[src/boot_map_defines.svh]
// Purpose: offsets, field positions, reset values and bounds
// Assumes: 32-bit APB data, byte addresses, one word per register
// Notes: flash word addresses are program-counter words
`ifndef BOOT_MAP_DEFINES_SVH
`define BOOT_MAP_DEFINES_SVH

// register byte offsets
`define OFS_POINTER 12'h000
`define OFS_EXT_PAGE 12'h004
`define OFS_COMMAND 12'h008
`define OFS_STATUS 12'h00c
`define OFS_BOOT_START 12'h010
`define OFS_APP_END 12'h014
`define OFS_PAGE 12'h018
`define OFS_WORD 12'h01c
`define OFS_LOAD_DATA 12'h020

// status bit positions
`define ST_BUSY 0
`define ST_RWW_BUSY 1
`define ST_HALT 2
`define ST_CMD_ERR 3
`define ST_WIDE 4

// pointer layout
`define PTR_BYTE_SEL 0
`define PTR_WORD_LO 1
`define PTR_WORD_HI 7
`define PTR_PAGE_LO 8
`define PAGE_WORDS 128
`define WORD_BITS 7

// flash geometry per variant
`define TOP_32K 16'h7fff
`define TOP_64K 16'hffff
`define NO_READ_WHILE_WRITE_AREA_START_32K 16'h7000
`define NO_READ_WHILE_WRITE_AREA_START_64K 16'hf000
`define NO_READ_WHILE_WRITE_AREA_PAGES 32
`define RWW_PAGES_32K 224
`define RWW_PAGES_64K 480

// boot section starts, fuse code 11/10/01/00
`define BOOT_32K_3 16'h7e00
`define BOOT_32K_2 16'h7c00
`define BOOT_32K_1 16'h7800
`define BOOT_32K_0 16'h7000
`define BOOT_64K_3 16'hfe00
`define BOOT_64K_2 16'hfc00
`define BOOT_64K_1 16'hf800
`define BOOT_64K_0 16'hf000

// reset values
`define POINTER_RST 16'h0000
`define FUSE_RST 2'h0

`endif

[src/boot_map_pkg.sv]
// Purpose: types shared by the boot section decoder
// Assumes: nothing beyond the defines header
// Notes: command codes are written to the command register
package boot_map_pkg;
    typedef enum logic [2:0] {
        OP_NONE = 3'b000,
        OP_FILL = 3'b001,
        OP_ERASE = 3'b010,
        OP_WRITE = 3'b011,
        OP_REENABLE = 3'b100,
        OP_LOAD = 3'b101
    } op_t;

    typedef enum logic [1:0] {
        ST_IDLE = 2'b00,
        ST_ISSUE = 2'b01,
        ST_WAIT = 2'b10
    } seq_state_t;
endpackage

[src/region_map_if.sv]
// Purpose: carries pointer and fuse to the region map and its answer
// Assumes: single clock domain, combinational answer
// Notes: none
`timescale 1ns/1ps
interface region_map_if;
    logic [1:0] fuse;
    logic [16:0] pointer;
    logic [15:0] boot_start;
    logic [15:0] app_end;
    logic [8:0] page_number;
    logic [6:0] word_in_page_index;
    logic in_no_read_while_write_area;

    modport req (
        output fuse, pointer,
        input boot_start, app_end, page_number, word_in_page_index,
        input in_no_read_while_write_area
    );
    modport map (
        input fuse, pointer,
        output boot_start, app_end, page_number, word_in_page_index,
        output in_no_read_while_write_area
    );
endinterface
[src/boot_section_address_decoder.sv]
// Purpose: boot section decoder and self-programming sequencer
// Assumes: flash macro answers every request with flash_done
// Notes: APB slave, no wait state on any transfer
`timescale 1ns/1ps
`include "boot_map_defines.svh"

// Behaviour
// - fuse code picks boot size 512..4096
// - 32K: boot start per code, ends 7fff
// - 64K: boot start per code, ends ffff
// - 32K: rww below 7000, no_read_while_write_area above
// - 64K: rww below f000, no_read_while_write_area above
// - no_read_while_write_area area fixed at 32 pages
// - 32K variant uses 15-bit counter
// - 64K variant uses 16-bit counter
// - 128-word pages, low seven bits word
// - buffer fill word from pointer 7:1
// - page number from pointer top bits
// - counter bit n is pointer bit n+1
// - pointer bit 0 zero for stores; byte select
// - 64K: pointer bit 16 from extended page register, 32K: tied to zero
// - busy flag blocks read-while-write area
// - halt cpu during no_read_while_write_area erase or write
module boot_section_address_decoder
    import boot_map_pkg::*;
#(
    parameter bit wide = 1'b0
) (
    // clock and reset
    input wire logic pclk,
    input wire logic presetn,
    // apb slave
    input wire logic psel,
    input wire logic penable,
    input wire logic pwrite,
    input wire logic [11:0] paddr,
    input wire logic [31:0] pwdata,
    output logic [31:0] prdata,
    output logic pready,
    output logic pslverr,
    // boot size fuse straps
    input wire logic boot_size_fuse_hi,
    input wire logic boot_size_fuse_lo,
    // flash macro
    output logic flash_req,
    output logic [2:0] flash_op,
    output logic [8:0] flash_page,
    output logic [6:0] flash_word,
    input wire logic flash_done,
    input wire logic [15:0] flash_rdata,
    // cpu side
    output logic cpu_halt,
    output logic rww_blocked,
    output logic [15:0] boot_reset_vector
);
    function automatic logic hit(input logic [11:0] a, input logic [11:0] o);
        return a == o;
    endfunction

    region_map_if mif();

    region_map #(
        .wide(wide)
    ) u_map (
        .m(mif)
    );

    logic [15:0] pointer_q;
    logic ext_page_q;
    logic [1:0] fuse_q;
    logic fuse_taken_q;
    seq_state_t state_q;
    op_t op_q;
    logic rww_busy_q;
    logic halt_q;
    logic cmd_err_q;
    logic [7:0] load_data_q;
    logic [31:0] prdata_q;
    logic pready_q;
    logic pslverr_q;
    logic req_q;
    logic [8:0] page_q;
    logic [6:0] word_q;
    logic [15:0] vector_q;
    logic setup;
    logic wr_en;
    logic mapped;
    logic cmd_wr;
    logic cmd_ok;
    logic err_set;
    logic err_clr;
    op_t cmd_op;
    logic [31:0] rd_d;
    logic accept;
    logic byte_sel_q;

    // bit 16 only exists in the wide variant
    assign mif.pointer = {wide ? ext_page_q : 1'b0, pointer_q};
    assign mif.fuse = fuse_q;

    // a setup counts once per transfer, never while the answer stands
    assign setup = psel && !penable && !pready_q;
    assign wr_en = psel && penable && pready_q && pwrite && !pslverr_q;
    assign cmd_wr = wr_en && hit(paddr, `OFS_COMMAND);
    assign cmd_op = op_t'(pwdata[2:0]);

    always_comb begin
        mapped = 1'b1;
        if (hit(paddr, `OFS_POINTER)) begin
            mapped = 1'b1;
        end else if (hit(paddr, `OFS_EXT_PAGE)) begin
            mapped = 1'b1;
        end else if (hit(paddr, `OFS_COMMAND)) begin
            mapped = 1'b1;
        end else if (hit(paddr, `OFS_STATUS)) begin
            mapped = 1'b1;
        end else if (hit(paddr, `OFS_BOOT_START)) begin
            mapped = 1'b1;
        end else if (hit(paddr, `OFS_APP_END)) begin
            mapped = 1'b1;
        end else if (hit(paddr, `OFS_PAGE)) begin
            mapped = 1'b1;
        end else if (hit(paddr, `OFS_WORD)) begin
            mapped = 1'b1;
        end else if (hit(paddr, `OFS_LOAD_DATA)) begin
            mapped = 1'b1;
        end else begin
            mapped = 1'b0;
        end
    end

    always_comb begin
        rd_d = 32'h0000_0000;
        if (hit(paddr, `OFS_POINTER)) begin
            rd_d = {16'h0000, pointer_q};
        end else if (hit(paddr, `OFS_EXT_PAGE)) begin
            rd_d = {31'h0000_0000, ext_page_q};
        end else if (hit(paddr, `OFS_STATUS)) begin
            rd_d[`ST_BUSY] = state_q != ST_IDLE;
            rd_d[`ST_RWW_BUSY] = rww_busy_q;
            rd_d[`ST_HALT] = halt_q;
            rd_d[`ST_CMD_ERR] = cmd_err_q;
            rd_d[`ST_WIDE] = wide;
        end else if (hit(paddr, `OFS_BOOT_START)) begin
            rd_d = {16'h0000, mif.boot_start};
        end else if (hit(paddr, `OFS_APP_END)) begin
            rd_d = {16'h0000, mif.app_end};
        end else if (hit(paddr, `OFS_PAGE)) begin
            rd_d = {23'h00_0000, mif.page_number};
        end else if (hit(paddr, `OFS_WORD)) begin
            rd_d = {25'h000_0000, mif.word_in_page_index};
        end else if (hit(paddr, `OFS_LOAD_DATA)) begin
            rd_d = {24'h00_0000, load_data_q};
        end else begin
            rd_d = 32'h0000_0000;
        end
    end

    // command acceptance: idle, and store commands need byte bit clear
    always_comb begin
        cmd_ok = 1'b0;
        if (state_q == ST_IDLE) begin
            case (cmd_op)
                OP_FILL, OP_ERASE, OP_WRITE, OP_REENABLE: begin
                    cmd_ok = !pointer_q[`PTR_BYTE_SEL];
                end
                OP_LOAD: begin
                    // no reads of the busy area until a re-enable or fill command
                    cmd_ok = !(rww_busy_q && !mif.in_no_read_while_write_area);
                end
                default: begin
                    cmd_ok = 1'b0;
                end
            endcase
        end
    end

    assign err_set = cmd_wr && !cmd_ok;
    assign err_clr = wr_en && hit(paddr, `OFS_STATUS)
                     && pwdata[`ST_CMD_ERR];

    // one accepted command per idle period
    assign accept = state_q == ST_IDLE && cmd_wr && cmd_ok;

    // apb answer, no wait state
    always_ff @(posedge pclk or negedge presetn) begin
        if (!presetn) begin
            pready_q <= 1'b0;
            pslverr_q <= 1'b0;
            prdata_q <= 32'h0000_0000;
        end else begin
            pready_q <= setup;
            if (setup) begin
                pslverr_q <= !mapped;
                prdata_q <= pwrite ? 32'h0000_0000 : rd_d;
            end else if (pready_q) begin
                pslverr_q <= 1'b0;
            end
        end
    end

    // software registers
    always_ff @(posedge pclk or negedge presetn) begin
        if (!presetn) begin
            pointer_q <= `POINTER_RST;
            ext_page_q <= 1'b0;
        end else if (wr_en && hit(paddr, `OFS_POINTER)) begin
            pointer_q <= pwdata[15:0];
        end else if (wr_en && hit(paddr, `OFS_EXT_PAGE)) begin
            ext_page_q <= pwdata[0];
        end
    end

    // fuse straps caught once after reset release
    always_ff @(posedge pclk or negedge presetn) begin
        if (!presetn) begin
            fuse_q <= `FUSE_RST;
            fuse_taken_q <= 1'b0;
        end else if (!fuse_taken_q) begin
            fuse_q <= {boot_size_fuse_hi, boot_size_fuse_lo};
            fuse_taken_q <= 1'b1;
        end
    end

    // sticky refusal flag, a new refusal beats the clear
    always_ff @(posedge pclk or negedge presetn) begin
        if (!presetn) begin
            cmd_err_q <= 1'b0;
        end else if (err_set) begin
            cmd_err_q <= 1'b1;
        end else if (err_clr) begin
            cmd_err_q <= 1'b0;
        end
    end

    // request sequencer
    always_ff @(posedge pclk or negedge presetn) begin
        if (!presetn) begin
            state_q <= ST_IDLE;
            op_q <= OP_NONE;
            req_q <= 1'b0;
            page_q <= 9'h000;
            word_q <= 7'h00;
        end else begin
            req_q <= 1'b0;
            case (state_q)
                ST_IDLE: begin
                    if (cmd_wr && cmd_ok) begin
                        op_q <= cmd_op;
                        page_q <= mif.page_number;
                        // page write forces word bits to zero
                        word_q <= (cmd_op == OP_WRITE) ? 7'h00
                                  : mif.word_in_page_index;
                        state_q <= ST_ISSUE;
                    end
                end
                ST_ISSUE: begin
                    req_q <= 1'b1;
                    state_q <= ST_WAIT;
                end
                ST_WAIT: begin
                    if (flash_done) begin
                        state_q <= ST_IDLE;
                    end
                end
                default: begin
                    state_q <= ST_IDLE;
                end
            endcase
        end
    end

    // busy flag over the read-while-write area
    always_ff @(posedge pclk or negedge presetn) begin
        if (!presetn) begin
            rww_busy_q <= 1'b0;
        end else if (state_q == ST_IDLE && cmd_wr && cmd_ok) begin
            if ((cmd_op == OP_ERASE || cmd_op == OP_WRITE)
                && !mif.in_no_read_while_write_area) begin
                rww_busy_q <= 1'b1;
            end else if (cmd_op == OP_FILL || cmd_op == OP_REENABLE) begin
                // re-enable only accepted when idle, so never mid-write
                rww_busy_q <= 1'b0;
            end
        end
    end

    // cpu halt while no_read_while_write_area erase or write is outstanding
    always_ff @(posedge pclk or negedge presetn) begin
        if (!presetn) begin
            halt_q <= 1'b0;
        end else if (state_q == ST_IDLE && cmd_wr && cmd_ok
                     && (cmd_op == OP_ERASE || cmd_op == OP_WRITE)
                     && mif.in_no_read_while_write_area) begin
            halt_q <= 1'b1;
        end else if (state_q == ST_WAIT && flash_done) begin
            halt_q <= 1'b0;
        end
    end

    // byte choice frozen at acceptance; pointer may move meanwhile
    always_ff @(posedge pclk or negedge presetn) begin
        if (!presetn) begin
            byte_sel_q <= 1'b0;
        end else if (accept) begin
            byte_sel_q <= pointer_q[`PTR_BYTE_SEL];
        end
    end

    // load result, pointer bit 0 picks the byte
    always_ff @(posedge pclk or negedge presetn) begin
        if (!presetn) begin
            load_data_q <= 8'h00;
        end else if (state_q == ST_WAIT && flash_done && op_q == OP_LOAD) begin
            load_data_q <= byte_sel_q ? flash_rdata[15:8]
                                      : flash_rdata[7:0];
        end
    end

    // boot reset vector, counter width follows the variant
    always_ff @(posedge pclk or negedge presetn) begin
        if (!presetn) begin
            vector_q <= 16'h0000;
        end else begin
            vector_q <= wide ? mif.boot_start
                             : {1'b0, mif.boot_start[14:0]};
        end
    end

    assign prdata = prdata_q;
    assign pready = pready_q;
    assign pslverr = pslverr_q;
    assign flash_req = req_q;
    assign flash_op = op_q;
    assign flash_page = page_q;
    assign flash_word = word_q;
    assign cpu_halt = halt_q;
    assign rww_blocked = rww_busy_q;
    assign boot_reset_vector = vector_q;
endmodule

[src/region_map.sv]
// Purpose: section bounds and pointer-to-page mapping
// Assumes: wide selects the 64K-word variant
// Notes: purely combinational
`timescale 1ns/1ps
`include "boot_map_defines.svh"
module region_map
    import boot_map_pkg::*;
#(
    parameter bit wide = 1'b0
) (
    region_map_if.map m
);
    function automatic logic [15:0] boot_start_of(input logic [1:0] code);
        logic [15:0] s;
        s = 16'h0000;
        case (code)
            2'b11: s = wide ? `BOOT_64K_3 : `BOOT_32K_3;
            2'b10: s = wide ? `BOOT_64K_2 : `BOOT_32K_2;
            2'b01: s = wide ? `BOOT_64K_1 : `BOOT_32K_1;
            default: s = wide ? `BOOT_64K_0 : `BOOT_32K_0;
        endcase
        return s;
    endfunction

    logic [15:0] pc;

    always_comb begin
        // word address is the pointer shifted by one
        pc = m.pointer[16:1];
        if (!wide) begin
            pc[15] = 1'b0;
        end
    end

    assign m.boot_start = boot_start_of(m.fuse);
    assign m.app_end = boot_start_of(m.fuse) - 16'h0001;
    // page bits above the counter width are dropped
    assign m.page_number = wide ? pc[15:7] : {1'b0, pc[14:7]};
    assign m.word_in_page_index = pc[6:0];
    // fixed 32-page no-read-while-write area, fuse independent
    assign m.in_no_read_while_write_area = wide ? (pc >= `NO_READ_WHILE_WRITE_AREA_START_64K)
                            : (pc >= `NO_READ_WHILE_WRITE_AREA_START_32K);
endmodule

[config.mk]
export PLATFORM = sky130hd
export DESIGN_NAME = boot_section_address_decoder
export DESIGN_NICKNAME = d
export VERILOG_FILES = /design/src/boot_map_pkg.sv /design/src/region_map_if.sv /design/src/boot_section_address_decoder.sv /design/src/region_map.sv
export VERILOG_INCLUDE_DIRS = /design/src
export SDC_FILE = /design/constraint.sdc
export NUM_CORES = 1
export LEC_CHECK = 0
export ABC_AREA = 1
export BUFFER_PORTS_ARGS = -buffer_cell sky130_fd_sc_hd__buf_4
export CAP_MARGIN = 15
export CORE_MARGIN = 4
export CORE_UTILIZATION = 45
export DETAILED_ROUTE_END_ITERATION = 8
export PLACE_DENSITY = 0.84
export SETUP_SLACK_MARGIN = 0.4
export SLEW_MARGIN = 20
export SYNTH_ARGS = -nofsm -noshare
export SYNTH_HDL_FRONTEND = slang
export SYNTH_SLANG_ARGS = --single-unit
[constraint.sdc]
create_clock -name pclk -period 1.6 [get_ports pclk]
set_input_delay 0.32 -clock pclk [delete_from_list [all_inputs] [get_ports pclk]]
set_output_delay 0.32 -clock pclk [all_outputs]
set_load 0.01 [all_outputs]
* Word level (Yosys, flattened, before mapping)
Index checks and enable logic that the tools add are counted.
W data, S select, Z words.
** Storage, ports and cells
- Register bits :: 102
- Latch bits :: 0
- RAM bits :: 0
- ROM bits :: 0
- Input port bits :: 68
- Output and inout bits :: 72
- Logic and storage cells :: 121
- Memories kept :: 0
** Cells by class
- Add/subtract/negate cells :: 1
- $mul :: 0
- Divide/modulo/power cells :: 0
- $lt $le $gt $ge :: 1
- Equal/unequal tests :: 21
- Shift-type cells :: 0
- Multiplexer cells :: 36
- Bitwise operators :: 1
- Reductions and logical operators :: 43
** Operators with widths (number)
- $mux W32 :: 7
- $eq A12 B5 Y1 const B :: 4
- $pmux W12 S3 :: 1
- $mux W27 :: 1
- $eq A12 B4 Y1 const B :: 2
- $logic_and A1 B1 Y1 :: 21
- $mux W1 :: 19
- $mux W8 :: 2
- $sub A15 B1 Y16 const B :: 1
- $ge A15 B15 Y1 const B :: 1
- $eq A12 B3 Y1 const B :: 1
- $eq A12 B6 Y1 const B :: 1
- $logic_not A12 Y1 :: 1
- $reduce_bool A2 Y1 :: 5
- $eq A3 B3 Y1 const B :: 3
- $logic_not A1 Y1 :: 8
- $reduce_and A2 Y1 :: 4
- $mux W7 :: 1
- $eq A2 B2 Y1 const B :: 3
- $eq A3 B2 Y1 const B :: 2
- $pmux W2 S3 :: 1
- $mux W5 :: 1
- $eq A2 B1 Y1 const B :: 2
- $mux W2 :: 2
- 8 further kinds :: 9

* Depth between registers and ports, before layout
- Depth after elaboration :: 12
- Gate-level depth with buffers :: 11
- Depth with buffers taken out :: 11

* By module
Synthesis repeated with hierarchy kept, for this count alone.
** Second synthesis, totals
- Cell total of the unflattened synthesis :: 549
- Area, all modules :: 4703.3 µm²
** By module, submodules not included
- boot_section_address_decoder :: instances 1, cells each 494, area an instance 4336.7 µm², seq. area each 2177.1 µm²
- region_map :: instances 1, cells each 55, area an instance 366.6 µm², seq. area each 0.0 µm²

* Worst setup path before layout
Ideal clock, no wire load.
- Path type :: input-to-reg
- Start point :: input paddr[11]
- End point :: register pointer_q[4]
- Library setup time :: 0.125 ns
- Data arrival time :: 1.386 ns
- Required time :: 1.475 ns
- Path slack :: 0.089 ns
- Stages on the path :: 8
- Buffers on the path :: 1
- Cells stage by stage :: nor2_2 -> nand2_4 -> nor2_8 -> nand2_4 -> inv_4 -> nand2_4 -> buf_6 -> mux2_4
** Between the ends
- Word-level cells in the longest chain between the ends :: 2
** RTL lines
- start, declared :: RTL line boot_section_address_decoder.sv:36 : input wire logic [11:0] paddr,
- $logic_not A12 Y1 :: RTL line boot_section_address_decoder.sv:57 : return a == o;
- $logic_and A1 B1 Y1 :: RTL line boot_section_address_decoder.sv:207 : end else if (wr_en && hit(paddr, `OFS_POINTER)) begin
- end signal, assigned :: RTL line boot_section_address_decoder.sv:205 : pointer_q <= `POINTER_RST;
- end signal, assigned :: RTL line boot_section_address_decoder.sv:208 : pointer_q <= pwdata[15:0];
- end, declared :: RTL line boot_section_address_decoder.sv:68 : logic [15:0] pointer_q;
Every way passes these cells.
A chain may end at the register's enable or synchronous reset.

* Worst setup path in the final report
- Start point :: register pslverr_q (netlist: pslverr)
- End point :: register page_q[1] (netlist: flash_page[1])
** Between the ends
- Word-level cells in the longest chain between the ends :: 5
** RTL lines
- start, declared :: RTL line boot_section_address_decoder.sv:80 : logic pslverr_q;
- start signal, assigned :: RTL line boot_section_address_decoder.sv:194 : pslverr_q <= !mapped;
- $logic_not A1 Y1 :: RTL line boot_section_address_decoder.sv:103 : assign wr_en = psel && penable && pready_q && pwrite && !pslverr_q;
- $logic_and A1 B1 Y1 :: RTL line boot_section_address_decoder.sv:103
- $logic_and A1 B1 Y1 :: RTL line boot_section_address_decoder.sv:104 : assign cmd_wr = wr_en && hit(paddr, `OFS_COMMAND);
- $logic_and A1 B1 Y1 :: RTL line boot_section_address_decoder.sv:248 : if (cmd_wr && cmd_ok) begin
- $reduce_and A2 Y1 (no line)
- end signal, assigned :: RTL line boot_section_address_decoder.sv:250 : page_q <= mif.page_number;
- end, declared :: RTL line boot_section_address_decoder.sv:82 : logic [8:0] page_q;
Every way passes these cells.

==> results_dict.tcl <==
set metrics [dict create \
    crit_family "simple AND/OR/NAND/NOR gates" \
    die_w_um 101 \
    max_freq_mhz 634 \
    rr_worst_depth 9 \
    setup_ws_ns 0.0221 \
    grt_pass1_wl_um 17200 \
    utilization_pct 72.2 \
    core_area_um2 8300 \
    firstDrtPassIters 7 \
    hold_depth 2 \
    die_y_um 101 \
    yosys_register_bits 74 \
    finalSetupViolations 0 \
    vias 3710 \
    cts_inserted_buffers 9 \
    placed_cell_area_um2 4970 \
    num_rows 33 \
    io_pins 140 \
    avgSynthCellArea_um2 8.26 \
    clock-sinks 74 \
    synth.cell_area_um2 3870 \
    crit_type "reg -> reg" \
    r2r-end "flash_page[1]" \
    grt_max_degree 75 \
    grt_pass1_vias 3623 \
    finalCritPeriodShare_pct 98.6 \
    endpoint "flash_page[1]" \
    synth_cell_types 35 \
    wirelength_um 11400 \
    slew_viol_final 0 \
    p_leak_nw 3.18 \
    maxCapViolCount 0 \
    fin_worst_skew_ns 0.00901 \
    cp.buffers_inverters 3 \
    nets 701 \
    fin_area_um2 5990 \
    synthCells 468 \
    areaGrowthSynthToFinish_pct 55.0 \
    gp_congestion 0.842 \
    crit_cells 9 \
    yosysSeqAreaShare_pct 47.9 \
    status "finished clean" \
    worstHoldPathType "in -> reg" \
    cts_max_path_buffers 2 \
    cts-root-buf "clkbuf_8" \
    io_buffers 96 \
    drc 0 \
    critPathRequiredTime_ns 1.88 \
    cts.clk_slew.worst_paths_ns 0.09 \
    drt.antenna.violating_nets 0 \
    cp_cell_sequence "nor3_4 -> nand3_2 -> inv_2 -> nand2_4 -> nor2_8 -> buf_12 -> buf_12 -> nor2_1 -> a21oi_2" \
    vdd_ir_drop_max_mv 0.459 \
    diodes 0 \
    r2r_start "pslverr" \
    htree_num_levels 3 \
    fin_crit_ns 1.58 \
    synth_warnings 0 \
    cpPeakStageDelay_ns 0.42 \
    cp_max_fo 10 \
    critPathArrivalTime_ns 1.85 \
    crit_top_cell "buf_12" \
    report.final.hold_viol_count 0 \
    r2r_slack_ns 0.02 \
    drtIter0Drc 201 \
    clk_latency_ns 0.35 \
    start_util_pct 46.6 \
    hpwl_um 7830 \
    grt_use_total_pct 21.7 \
    cp_slowest_cell "dfrtp_1" \
    overflow 0 \
    drive_above_1_share_pct 45.8 \
    cp-start-kind "flop" \
    fin_hold_ws_ns 0.175 \
    cp-end-kind "flop" \
    power_density_nw_per_um2 682 \
    antenna_found_initial 0 \
    startpoint "pslverr" \
    preCtsSetupSlack_ns -0.109 \
    cts_tree "done" \
    wl_per_cell_um 15.4 \
    drt-vias-per-instance 4.99 \
    die-area_um2 10100 \
    rsz0062_at_grt "true" \
]
-- sequential cells by signal, indices dropped and copies added (netlist names) --
name,flops
flash_page,8
cmd_err_q,1
fuse_q,2
state_q,2
ext_page_q,1
byte_sel_q,1
flash_req,1
cpu_halt,1
pslverr,1
prdata,16
flash_op,3
boot_reset_vector,4
flash_word,7
pready,1
pointer_q,16
rww_blocked,1
load_data_q,8
-- area by class of cell --
class | count | area [um2]
clock buffer | 9 | 124
clock inverter | 7 | 100
inverter | 49 | 199
tap | 105 | 131
timing repair buffer | 169 | 1630
multi-input combinational | 330 | 1950
sequential | 74 | 1860
fill | 595 | 2310
-- placed cells by master (no fill, tap or decap), types with 6 or more instances in the layout --
cell type / instances
buf_4: 108
nand2_1: 96
dfrtp_1: 71
buf_6: 47
inv_1: 38
nor2_1: 38
conb_1: 28
a21oi_2: 24
nand3_1: 21
nor2_2: 19
o21ai_0: 18
nor2_4: 13
nand3_2: 12
clkbuf_8: 9
inv_2: 8
a21oi_1: 8
buf_12: 8
nand2_2: 6
nand4_1: 6
mux2i_1: 6
-- how the worst min path moves through the flow --
stage	start	endpoint
after floorplan	presetn	boot_reset_vector[10]
after global placement	presetn	load_data_q[7]
after detailed placement	presetn	load_data_q[7]
after CTS	flash_done	state_q[1]
after global routing	flash_done	state_q[1]
final	flash_done	state_q[1]
-- per-stage QoR --
| stage | power, W | TNS (ns) | instances |
|---|---|---|---|
| final | 0.00409 | 0 | 743 |
| after global routing | 0.00423 | -0.272 | 743 |
| after CTS | 0.00404 | 0 | 730 |
| after detailed placement | 0.00235 | -1.58 | 686 |
| after global placement | 0.00234 | -0.474 | 686 |
| after floorplan | 0.00218 | 0 | 494 |
-- cell usage after synthesis, drive strengths merged --
master / n / share of area (%)
nand3: 34 / 4.5
clkbuf: 3 / 0.29
o211ai: 4 / 0.78
nor4: 1 / 0.32
mux2i: 6 / 1.6
o221ai: 2 / 0.45
a22o: 1 / 0.23
o21bai: 1 / 0.19
inv: 49 / 4.8
a21oi: 32 / 4.8
o31ai: 1 / 0.19
buf: 38 / 7.7
nor2: 72 / 8.7
o21a: 1 / 0.19
o21ai: 28 / 3.6
nand4: 6 / 0.97
nand2: 107 / 11
conb: 2 / 0.19
dfrtp: 74 / 48
or2: 1 / 0.16
mux2: 2 / 0.68
nor3: 3 / 0.39
-- where the power goes --
part	internal, W	switching (W)
clock	0.000893	0.000788
sequential	0.00191	0.0000388
combinational	0.000213	0.000246
-- metal layers --
| metal | vias to the layer above | track usage, % | routed length (um) | share of wire (%) |
|---|---|---|---|---|
| li1 | 1781 | - | - | - |
| met5 | - | 0 | 0 | 0 |
| met1 | 1774 | 27.8 | 4680 | 41 |
| met3 | 19 | 3.81 | 657 | 5.8 |
| met2 | 136 | 36.9 | 5840 | 51 |
| met4 | 0 | 7.36 | 234 | 2.1 |
-- timing repair --
item	4_1_cts	5_1_grt
setup buffers	24	11
endpoints found under the setup margin	103	109
endpoints found under the hold margin	66	0
cloned	3	2
hold buffers	1	0
gates resized for setup	67	43
pin swaps	8	9
-- worst register-to-register path, stage by stage (launching register included) --
cell	delay (ns)
dfrtp_1	0.42
nor3_4	0.22
nand3_2	0.13
inv_2	0.11
nand2_4	0.08
nor2_8	0.15
buf_12	0.12
buf_12	0.12
nor2_1	0.05
a21oi_2	0.09
-- cells by family after synthesis --
kind of cell,count (synthesis),share of synthesized area (%)
simple gates,224,26.4
compound gates,70,10.5
buf+inv,90,12.8
flops,74,47.9
other cells,2,0.194
mux,8,2.23
Note: power is estimated with default switching activity, not from simulation.
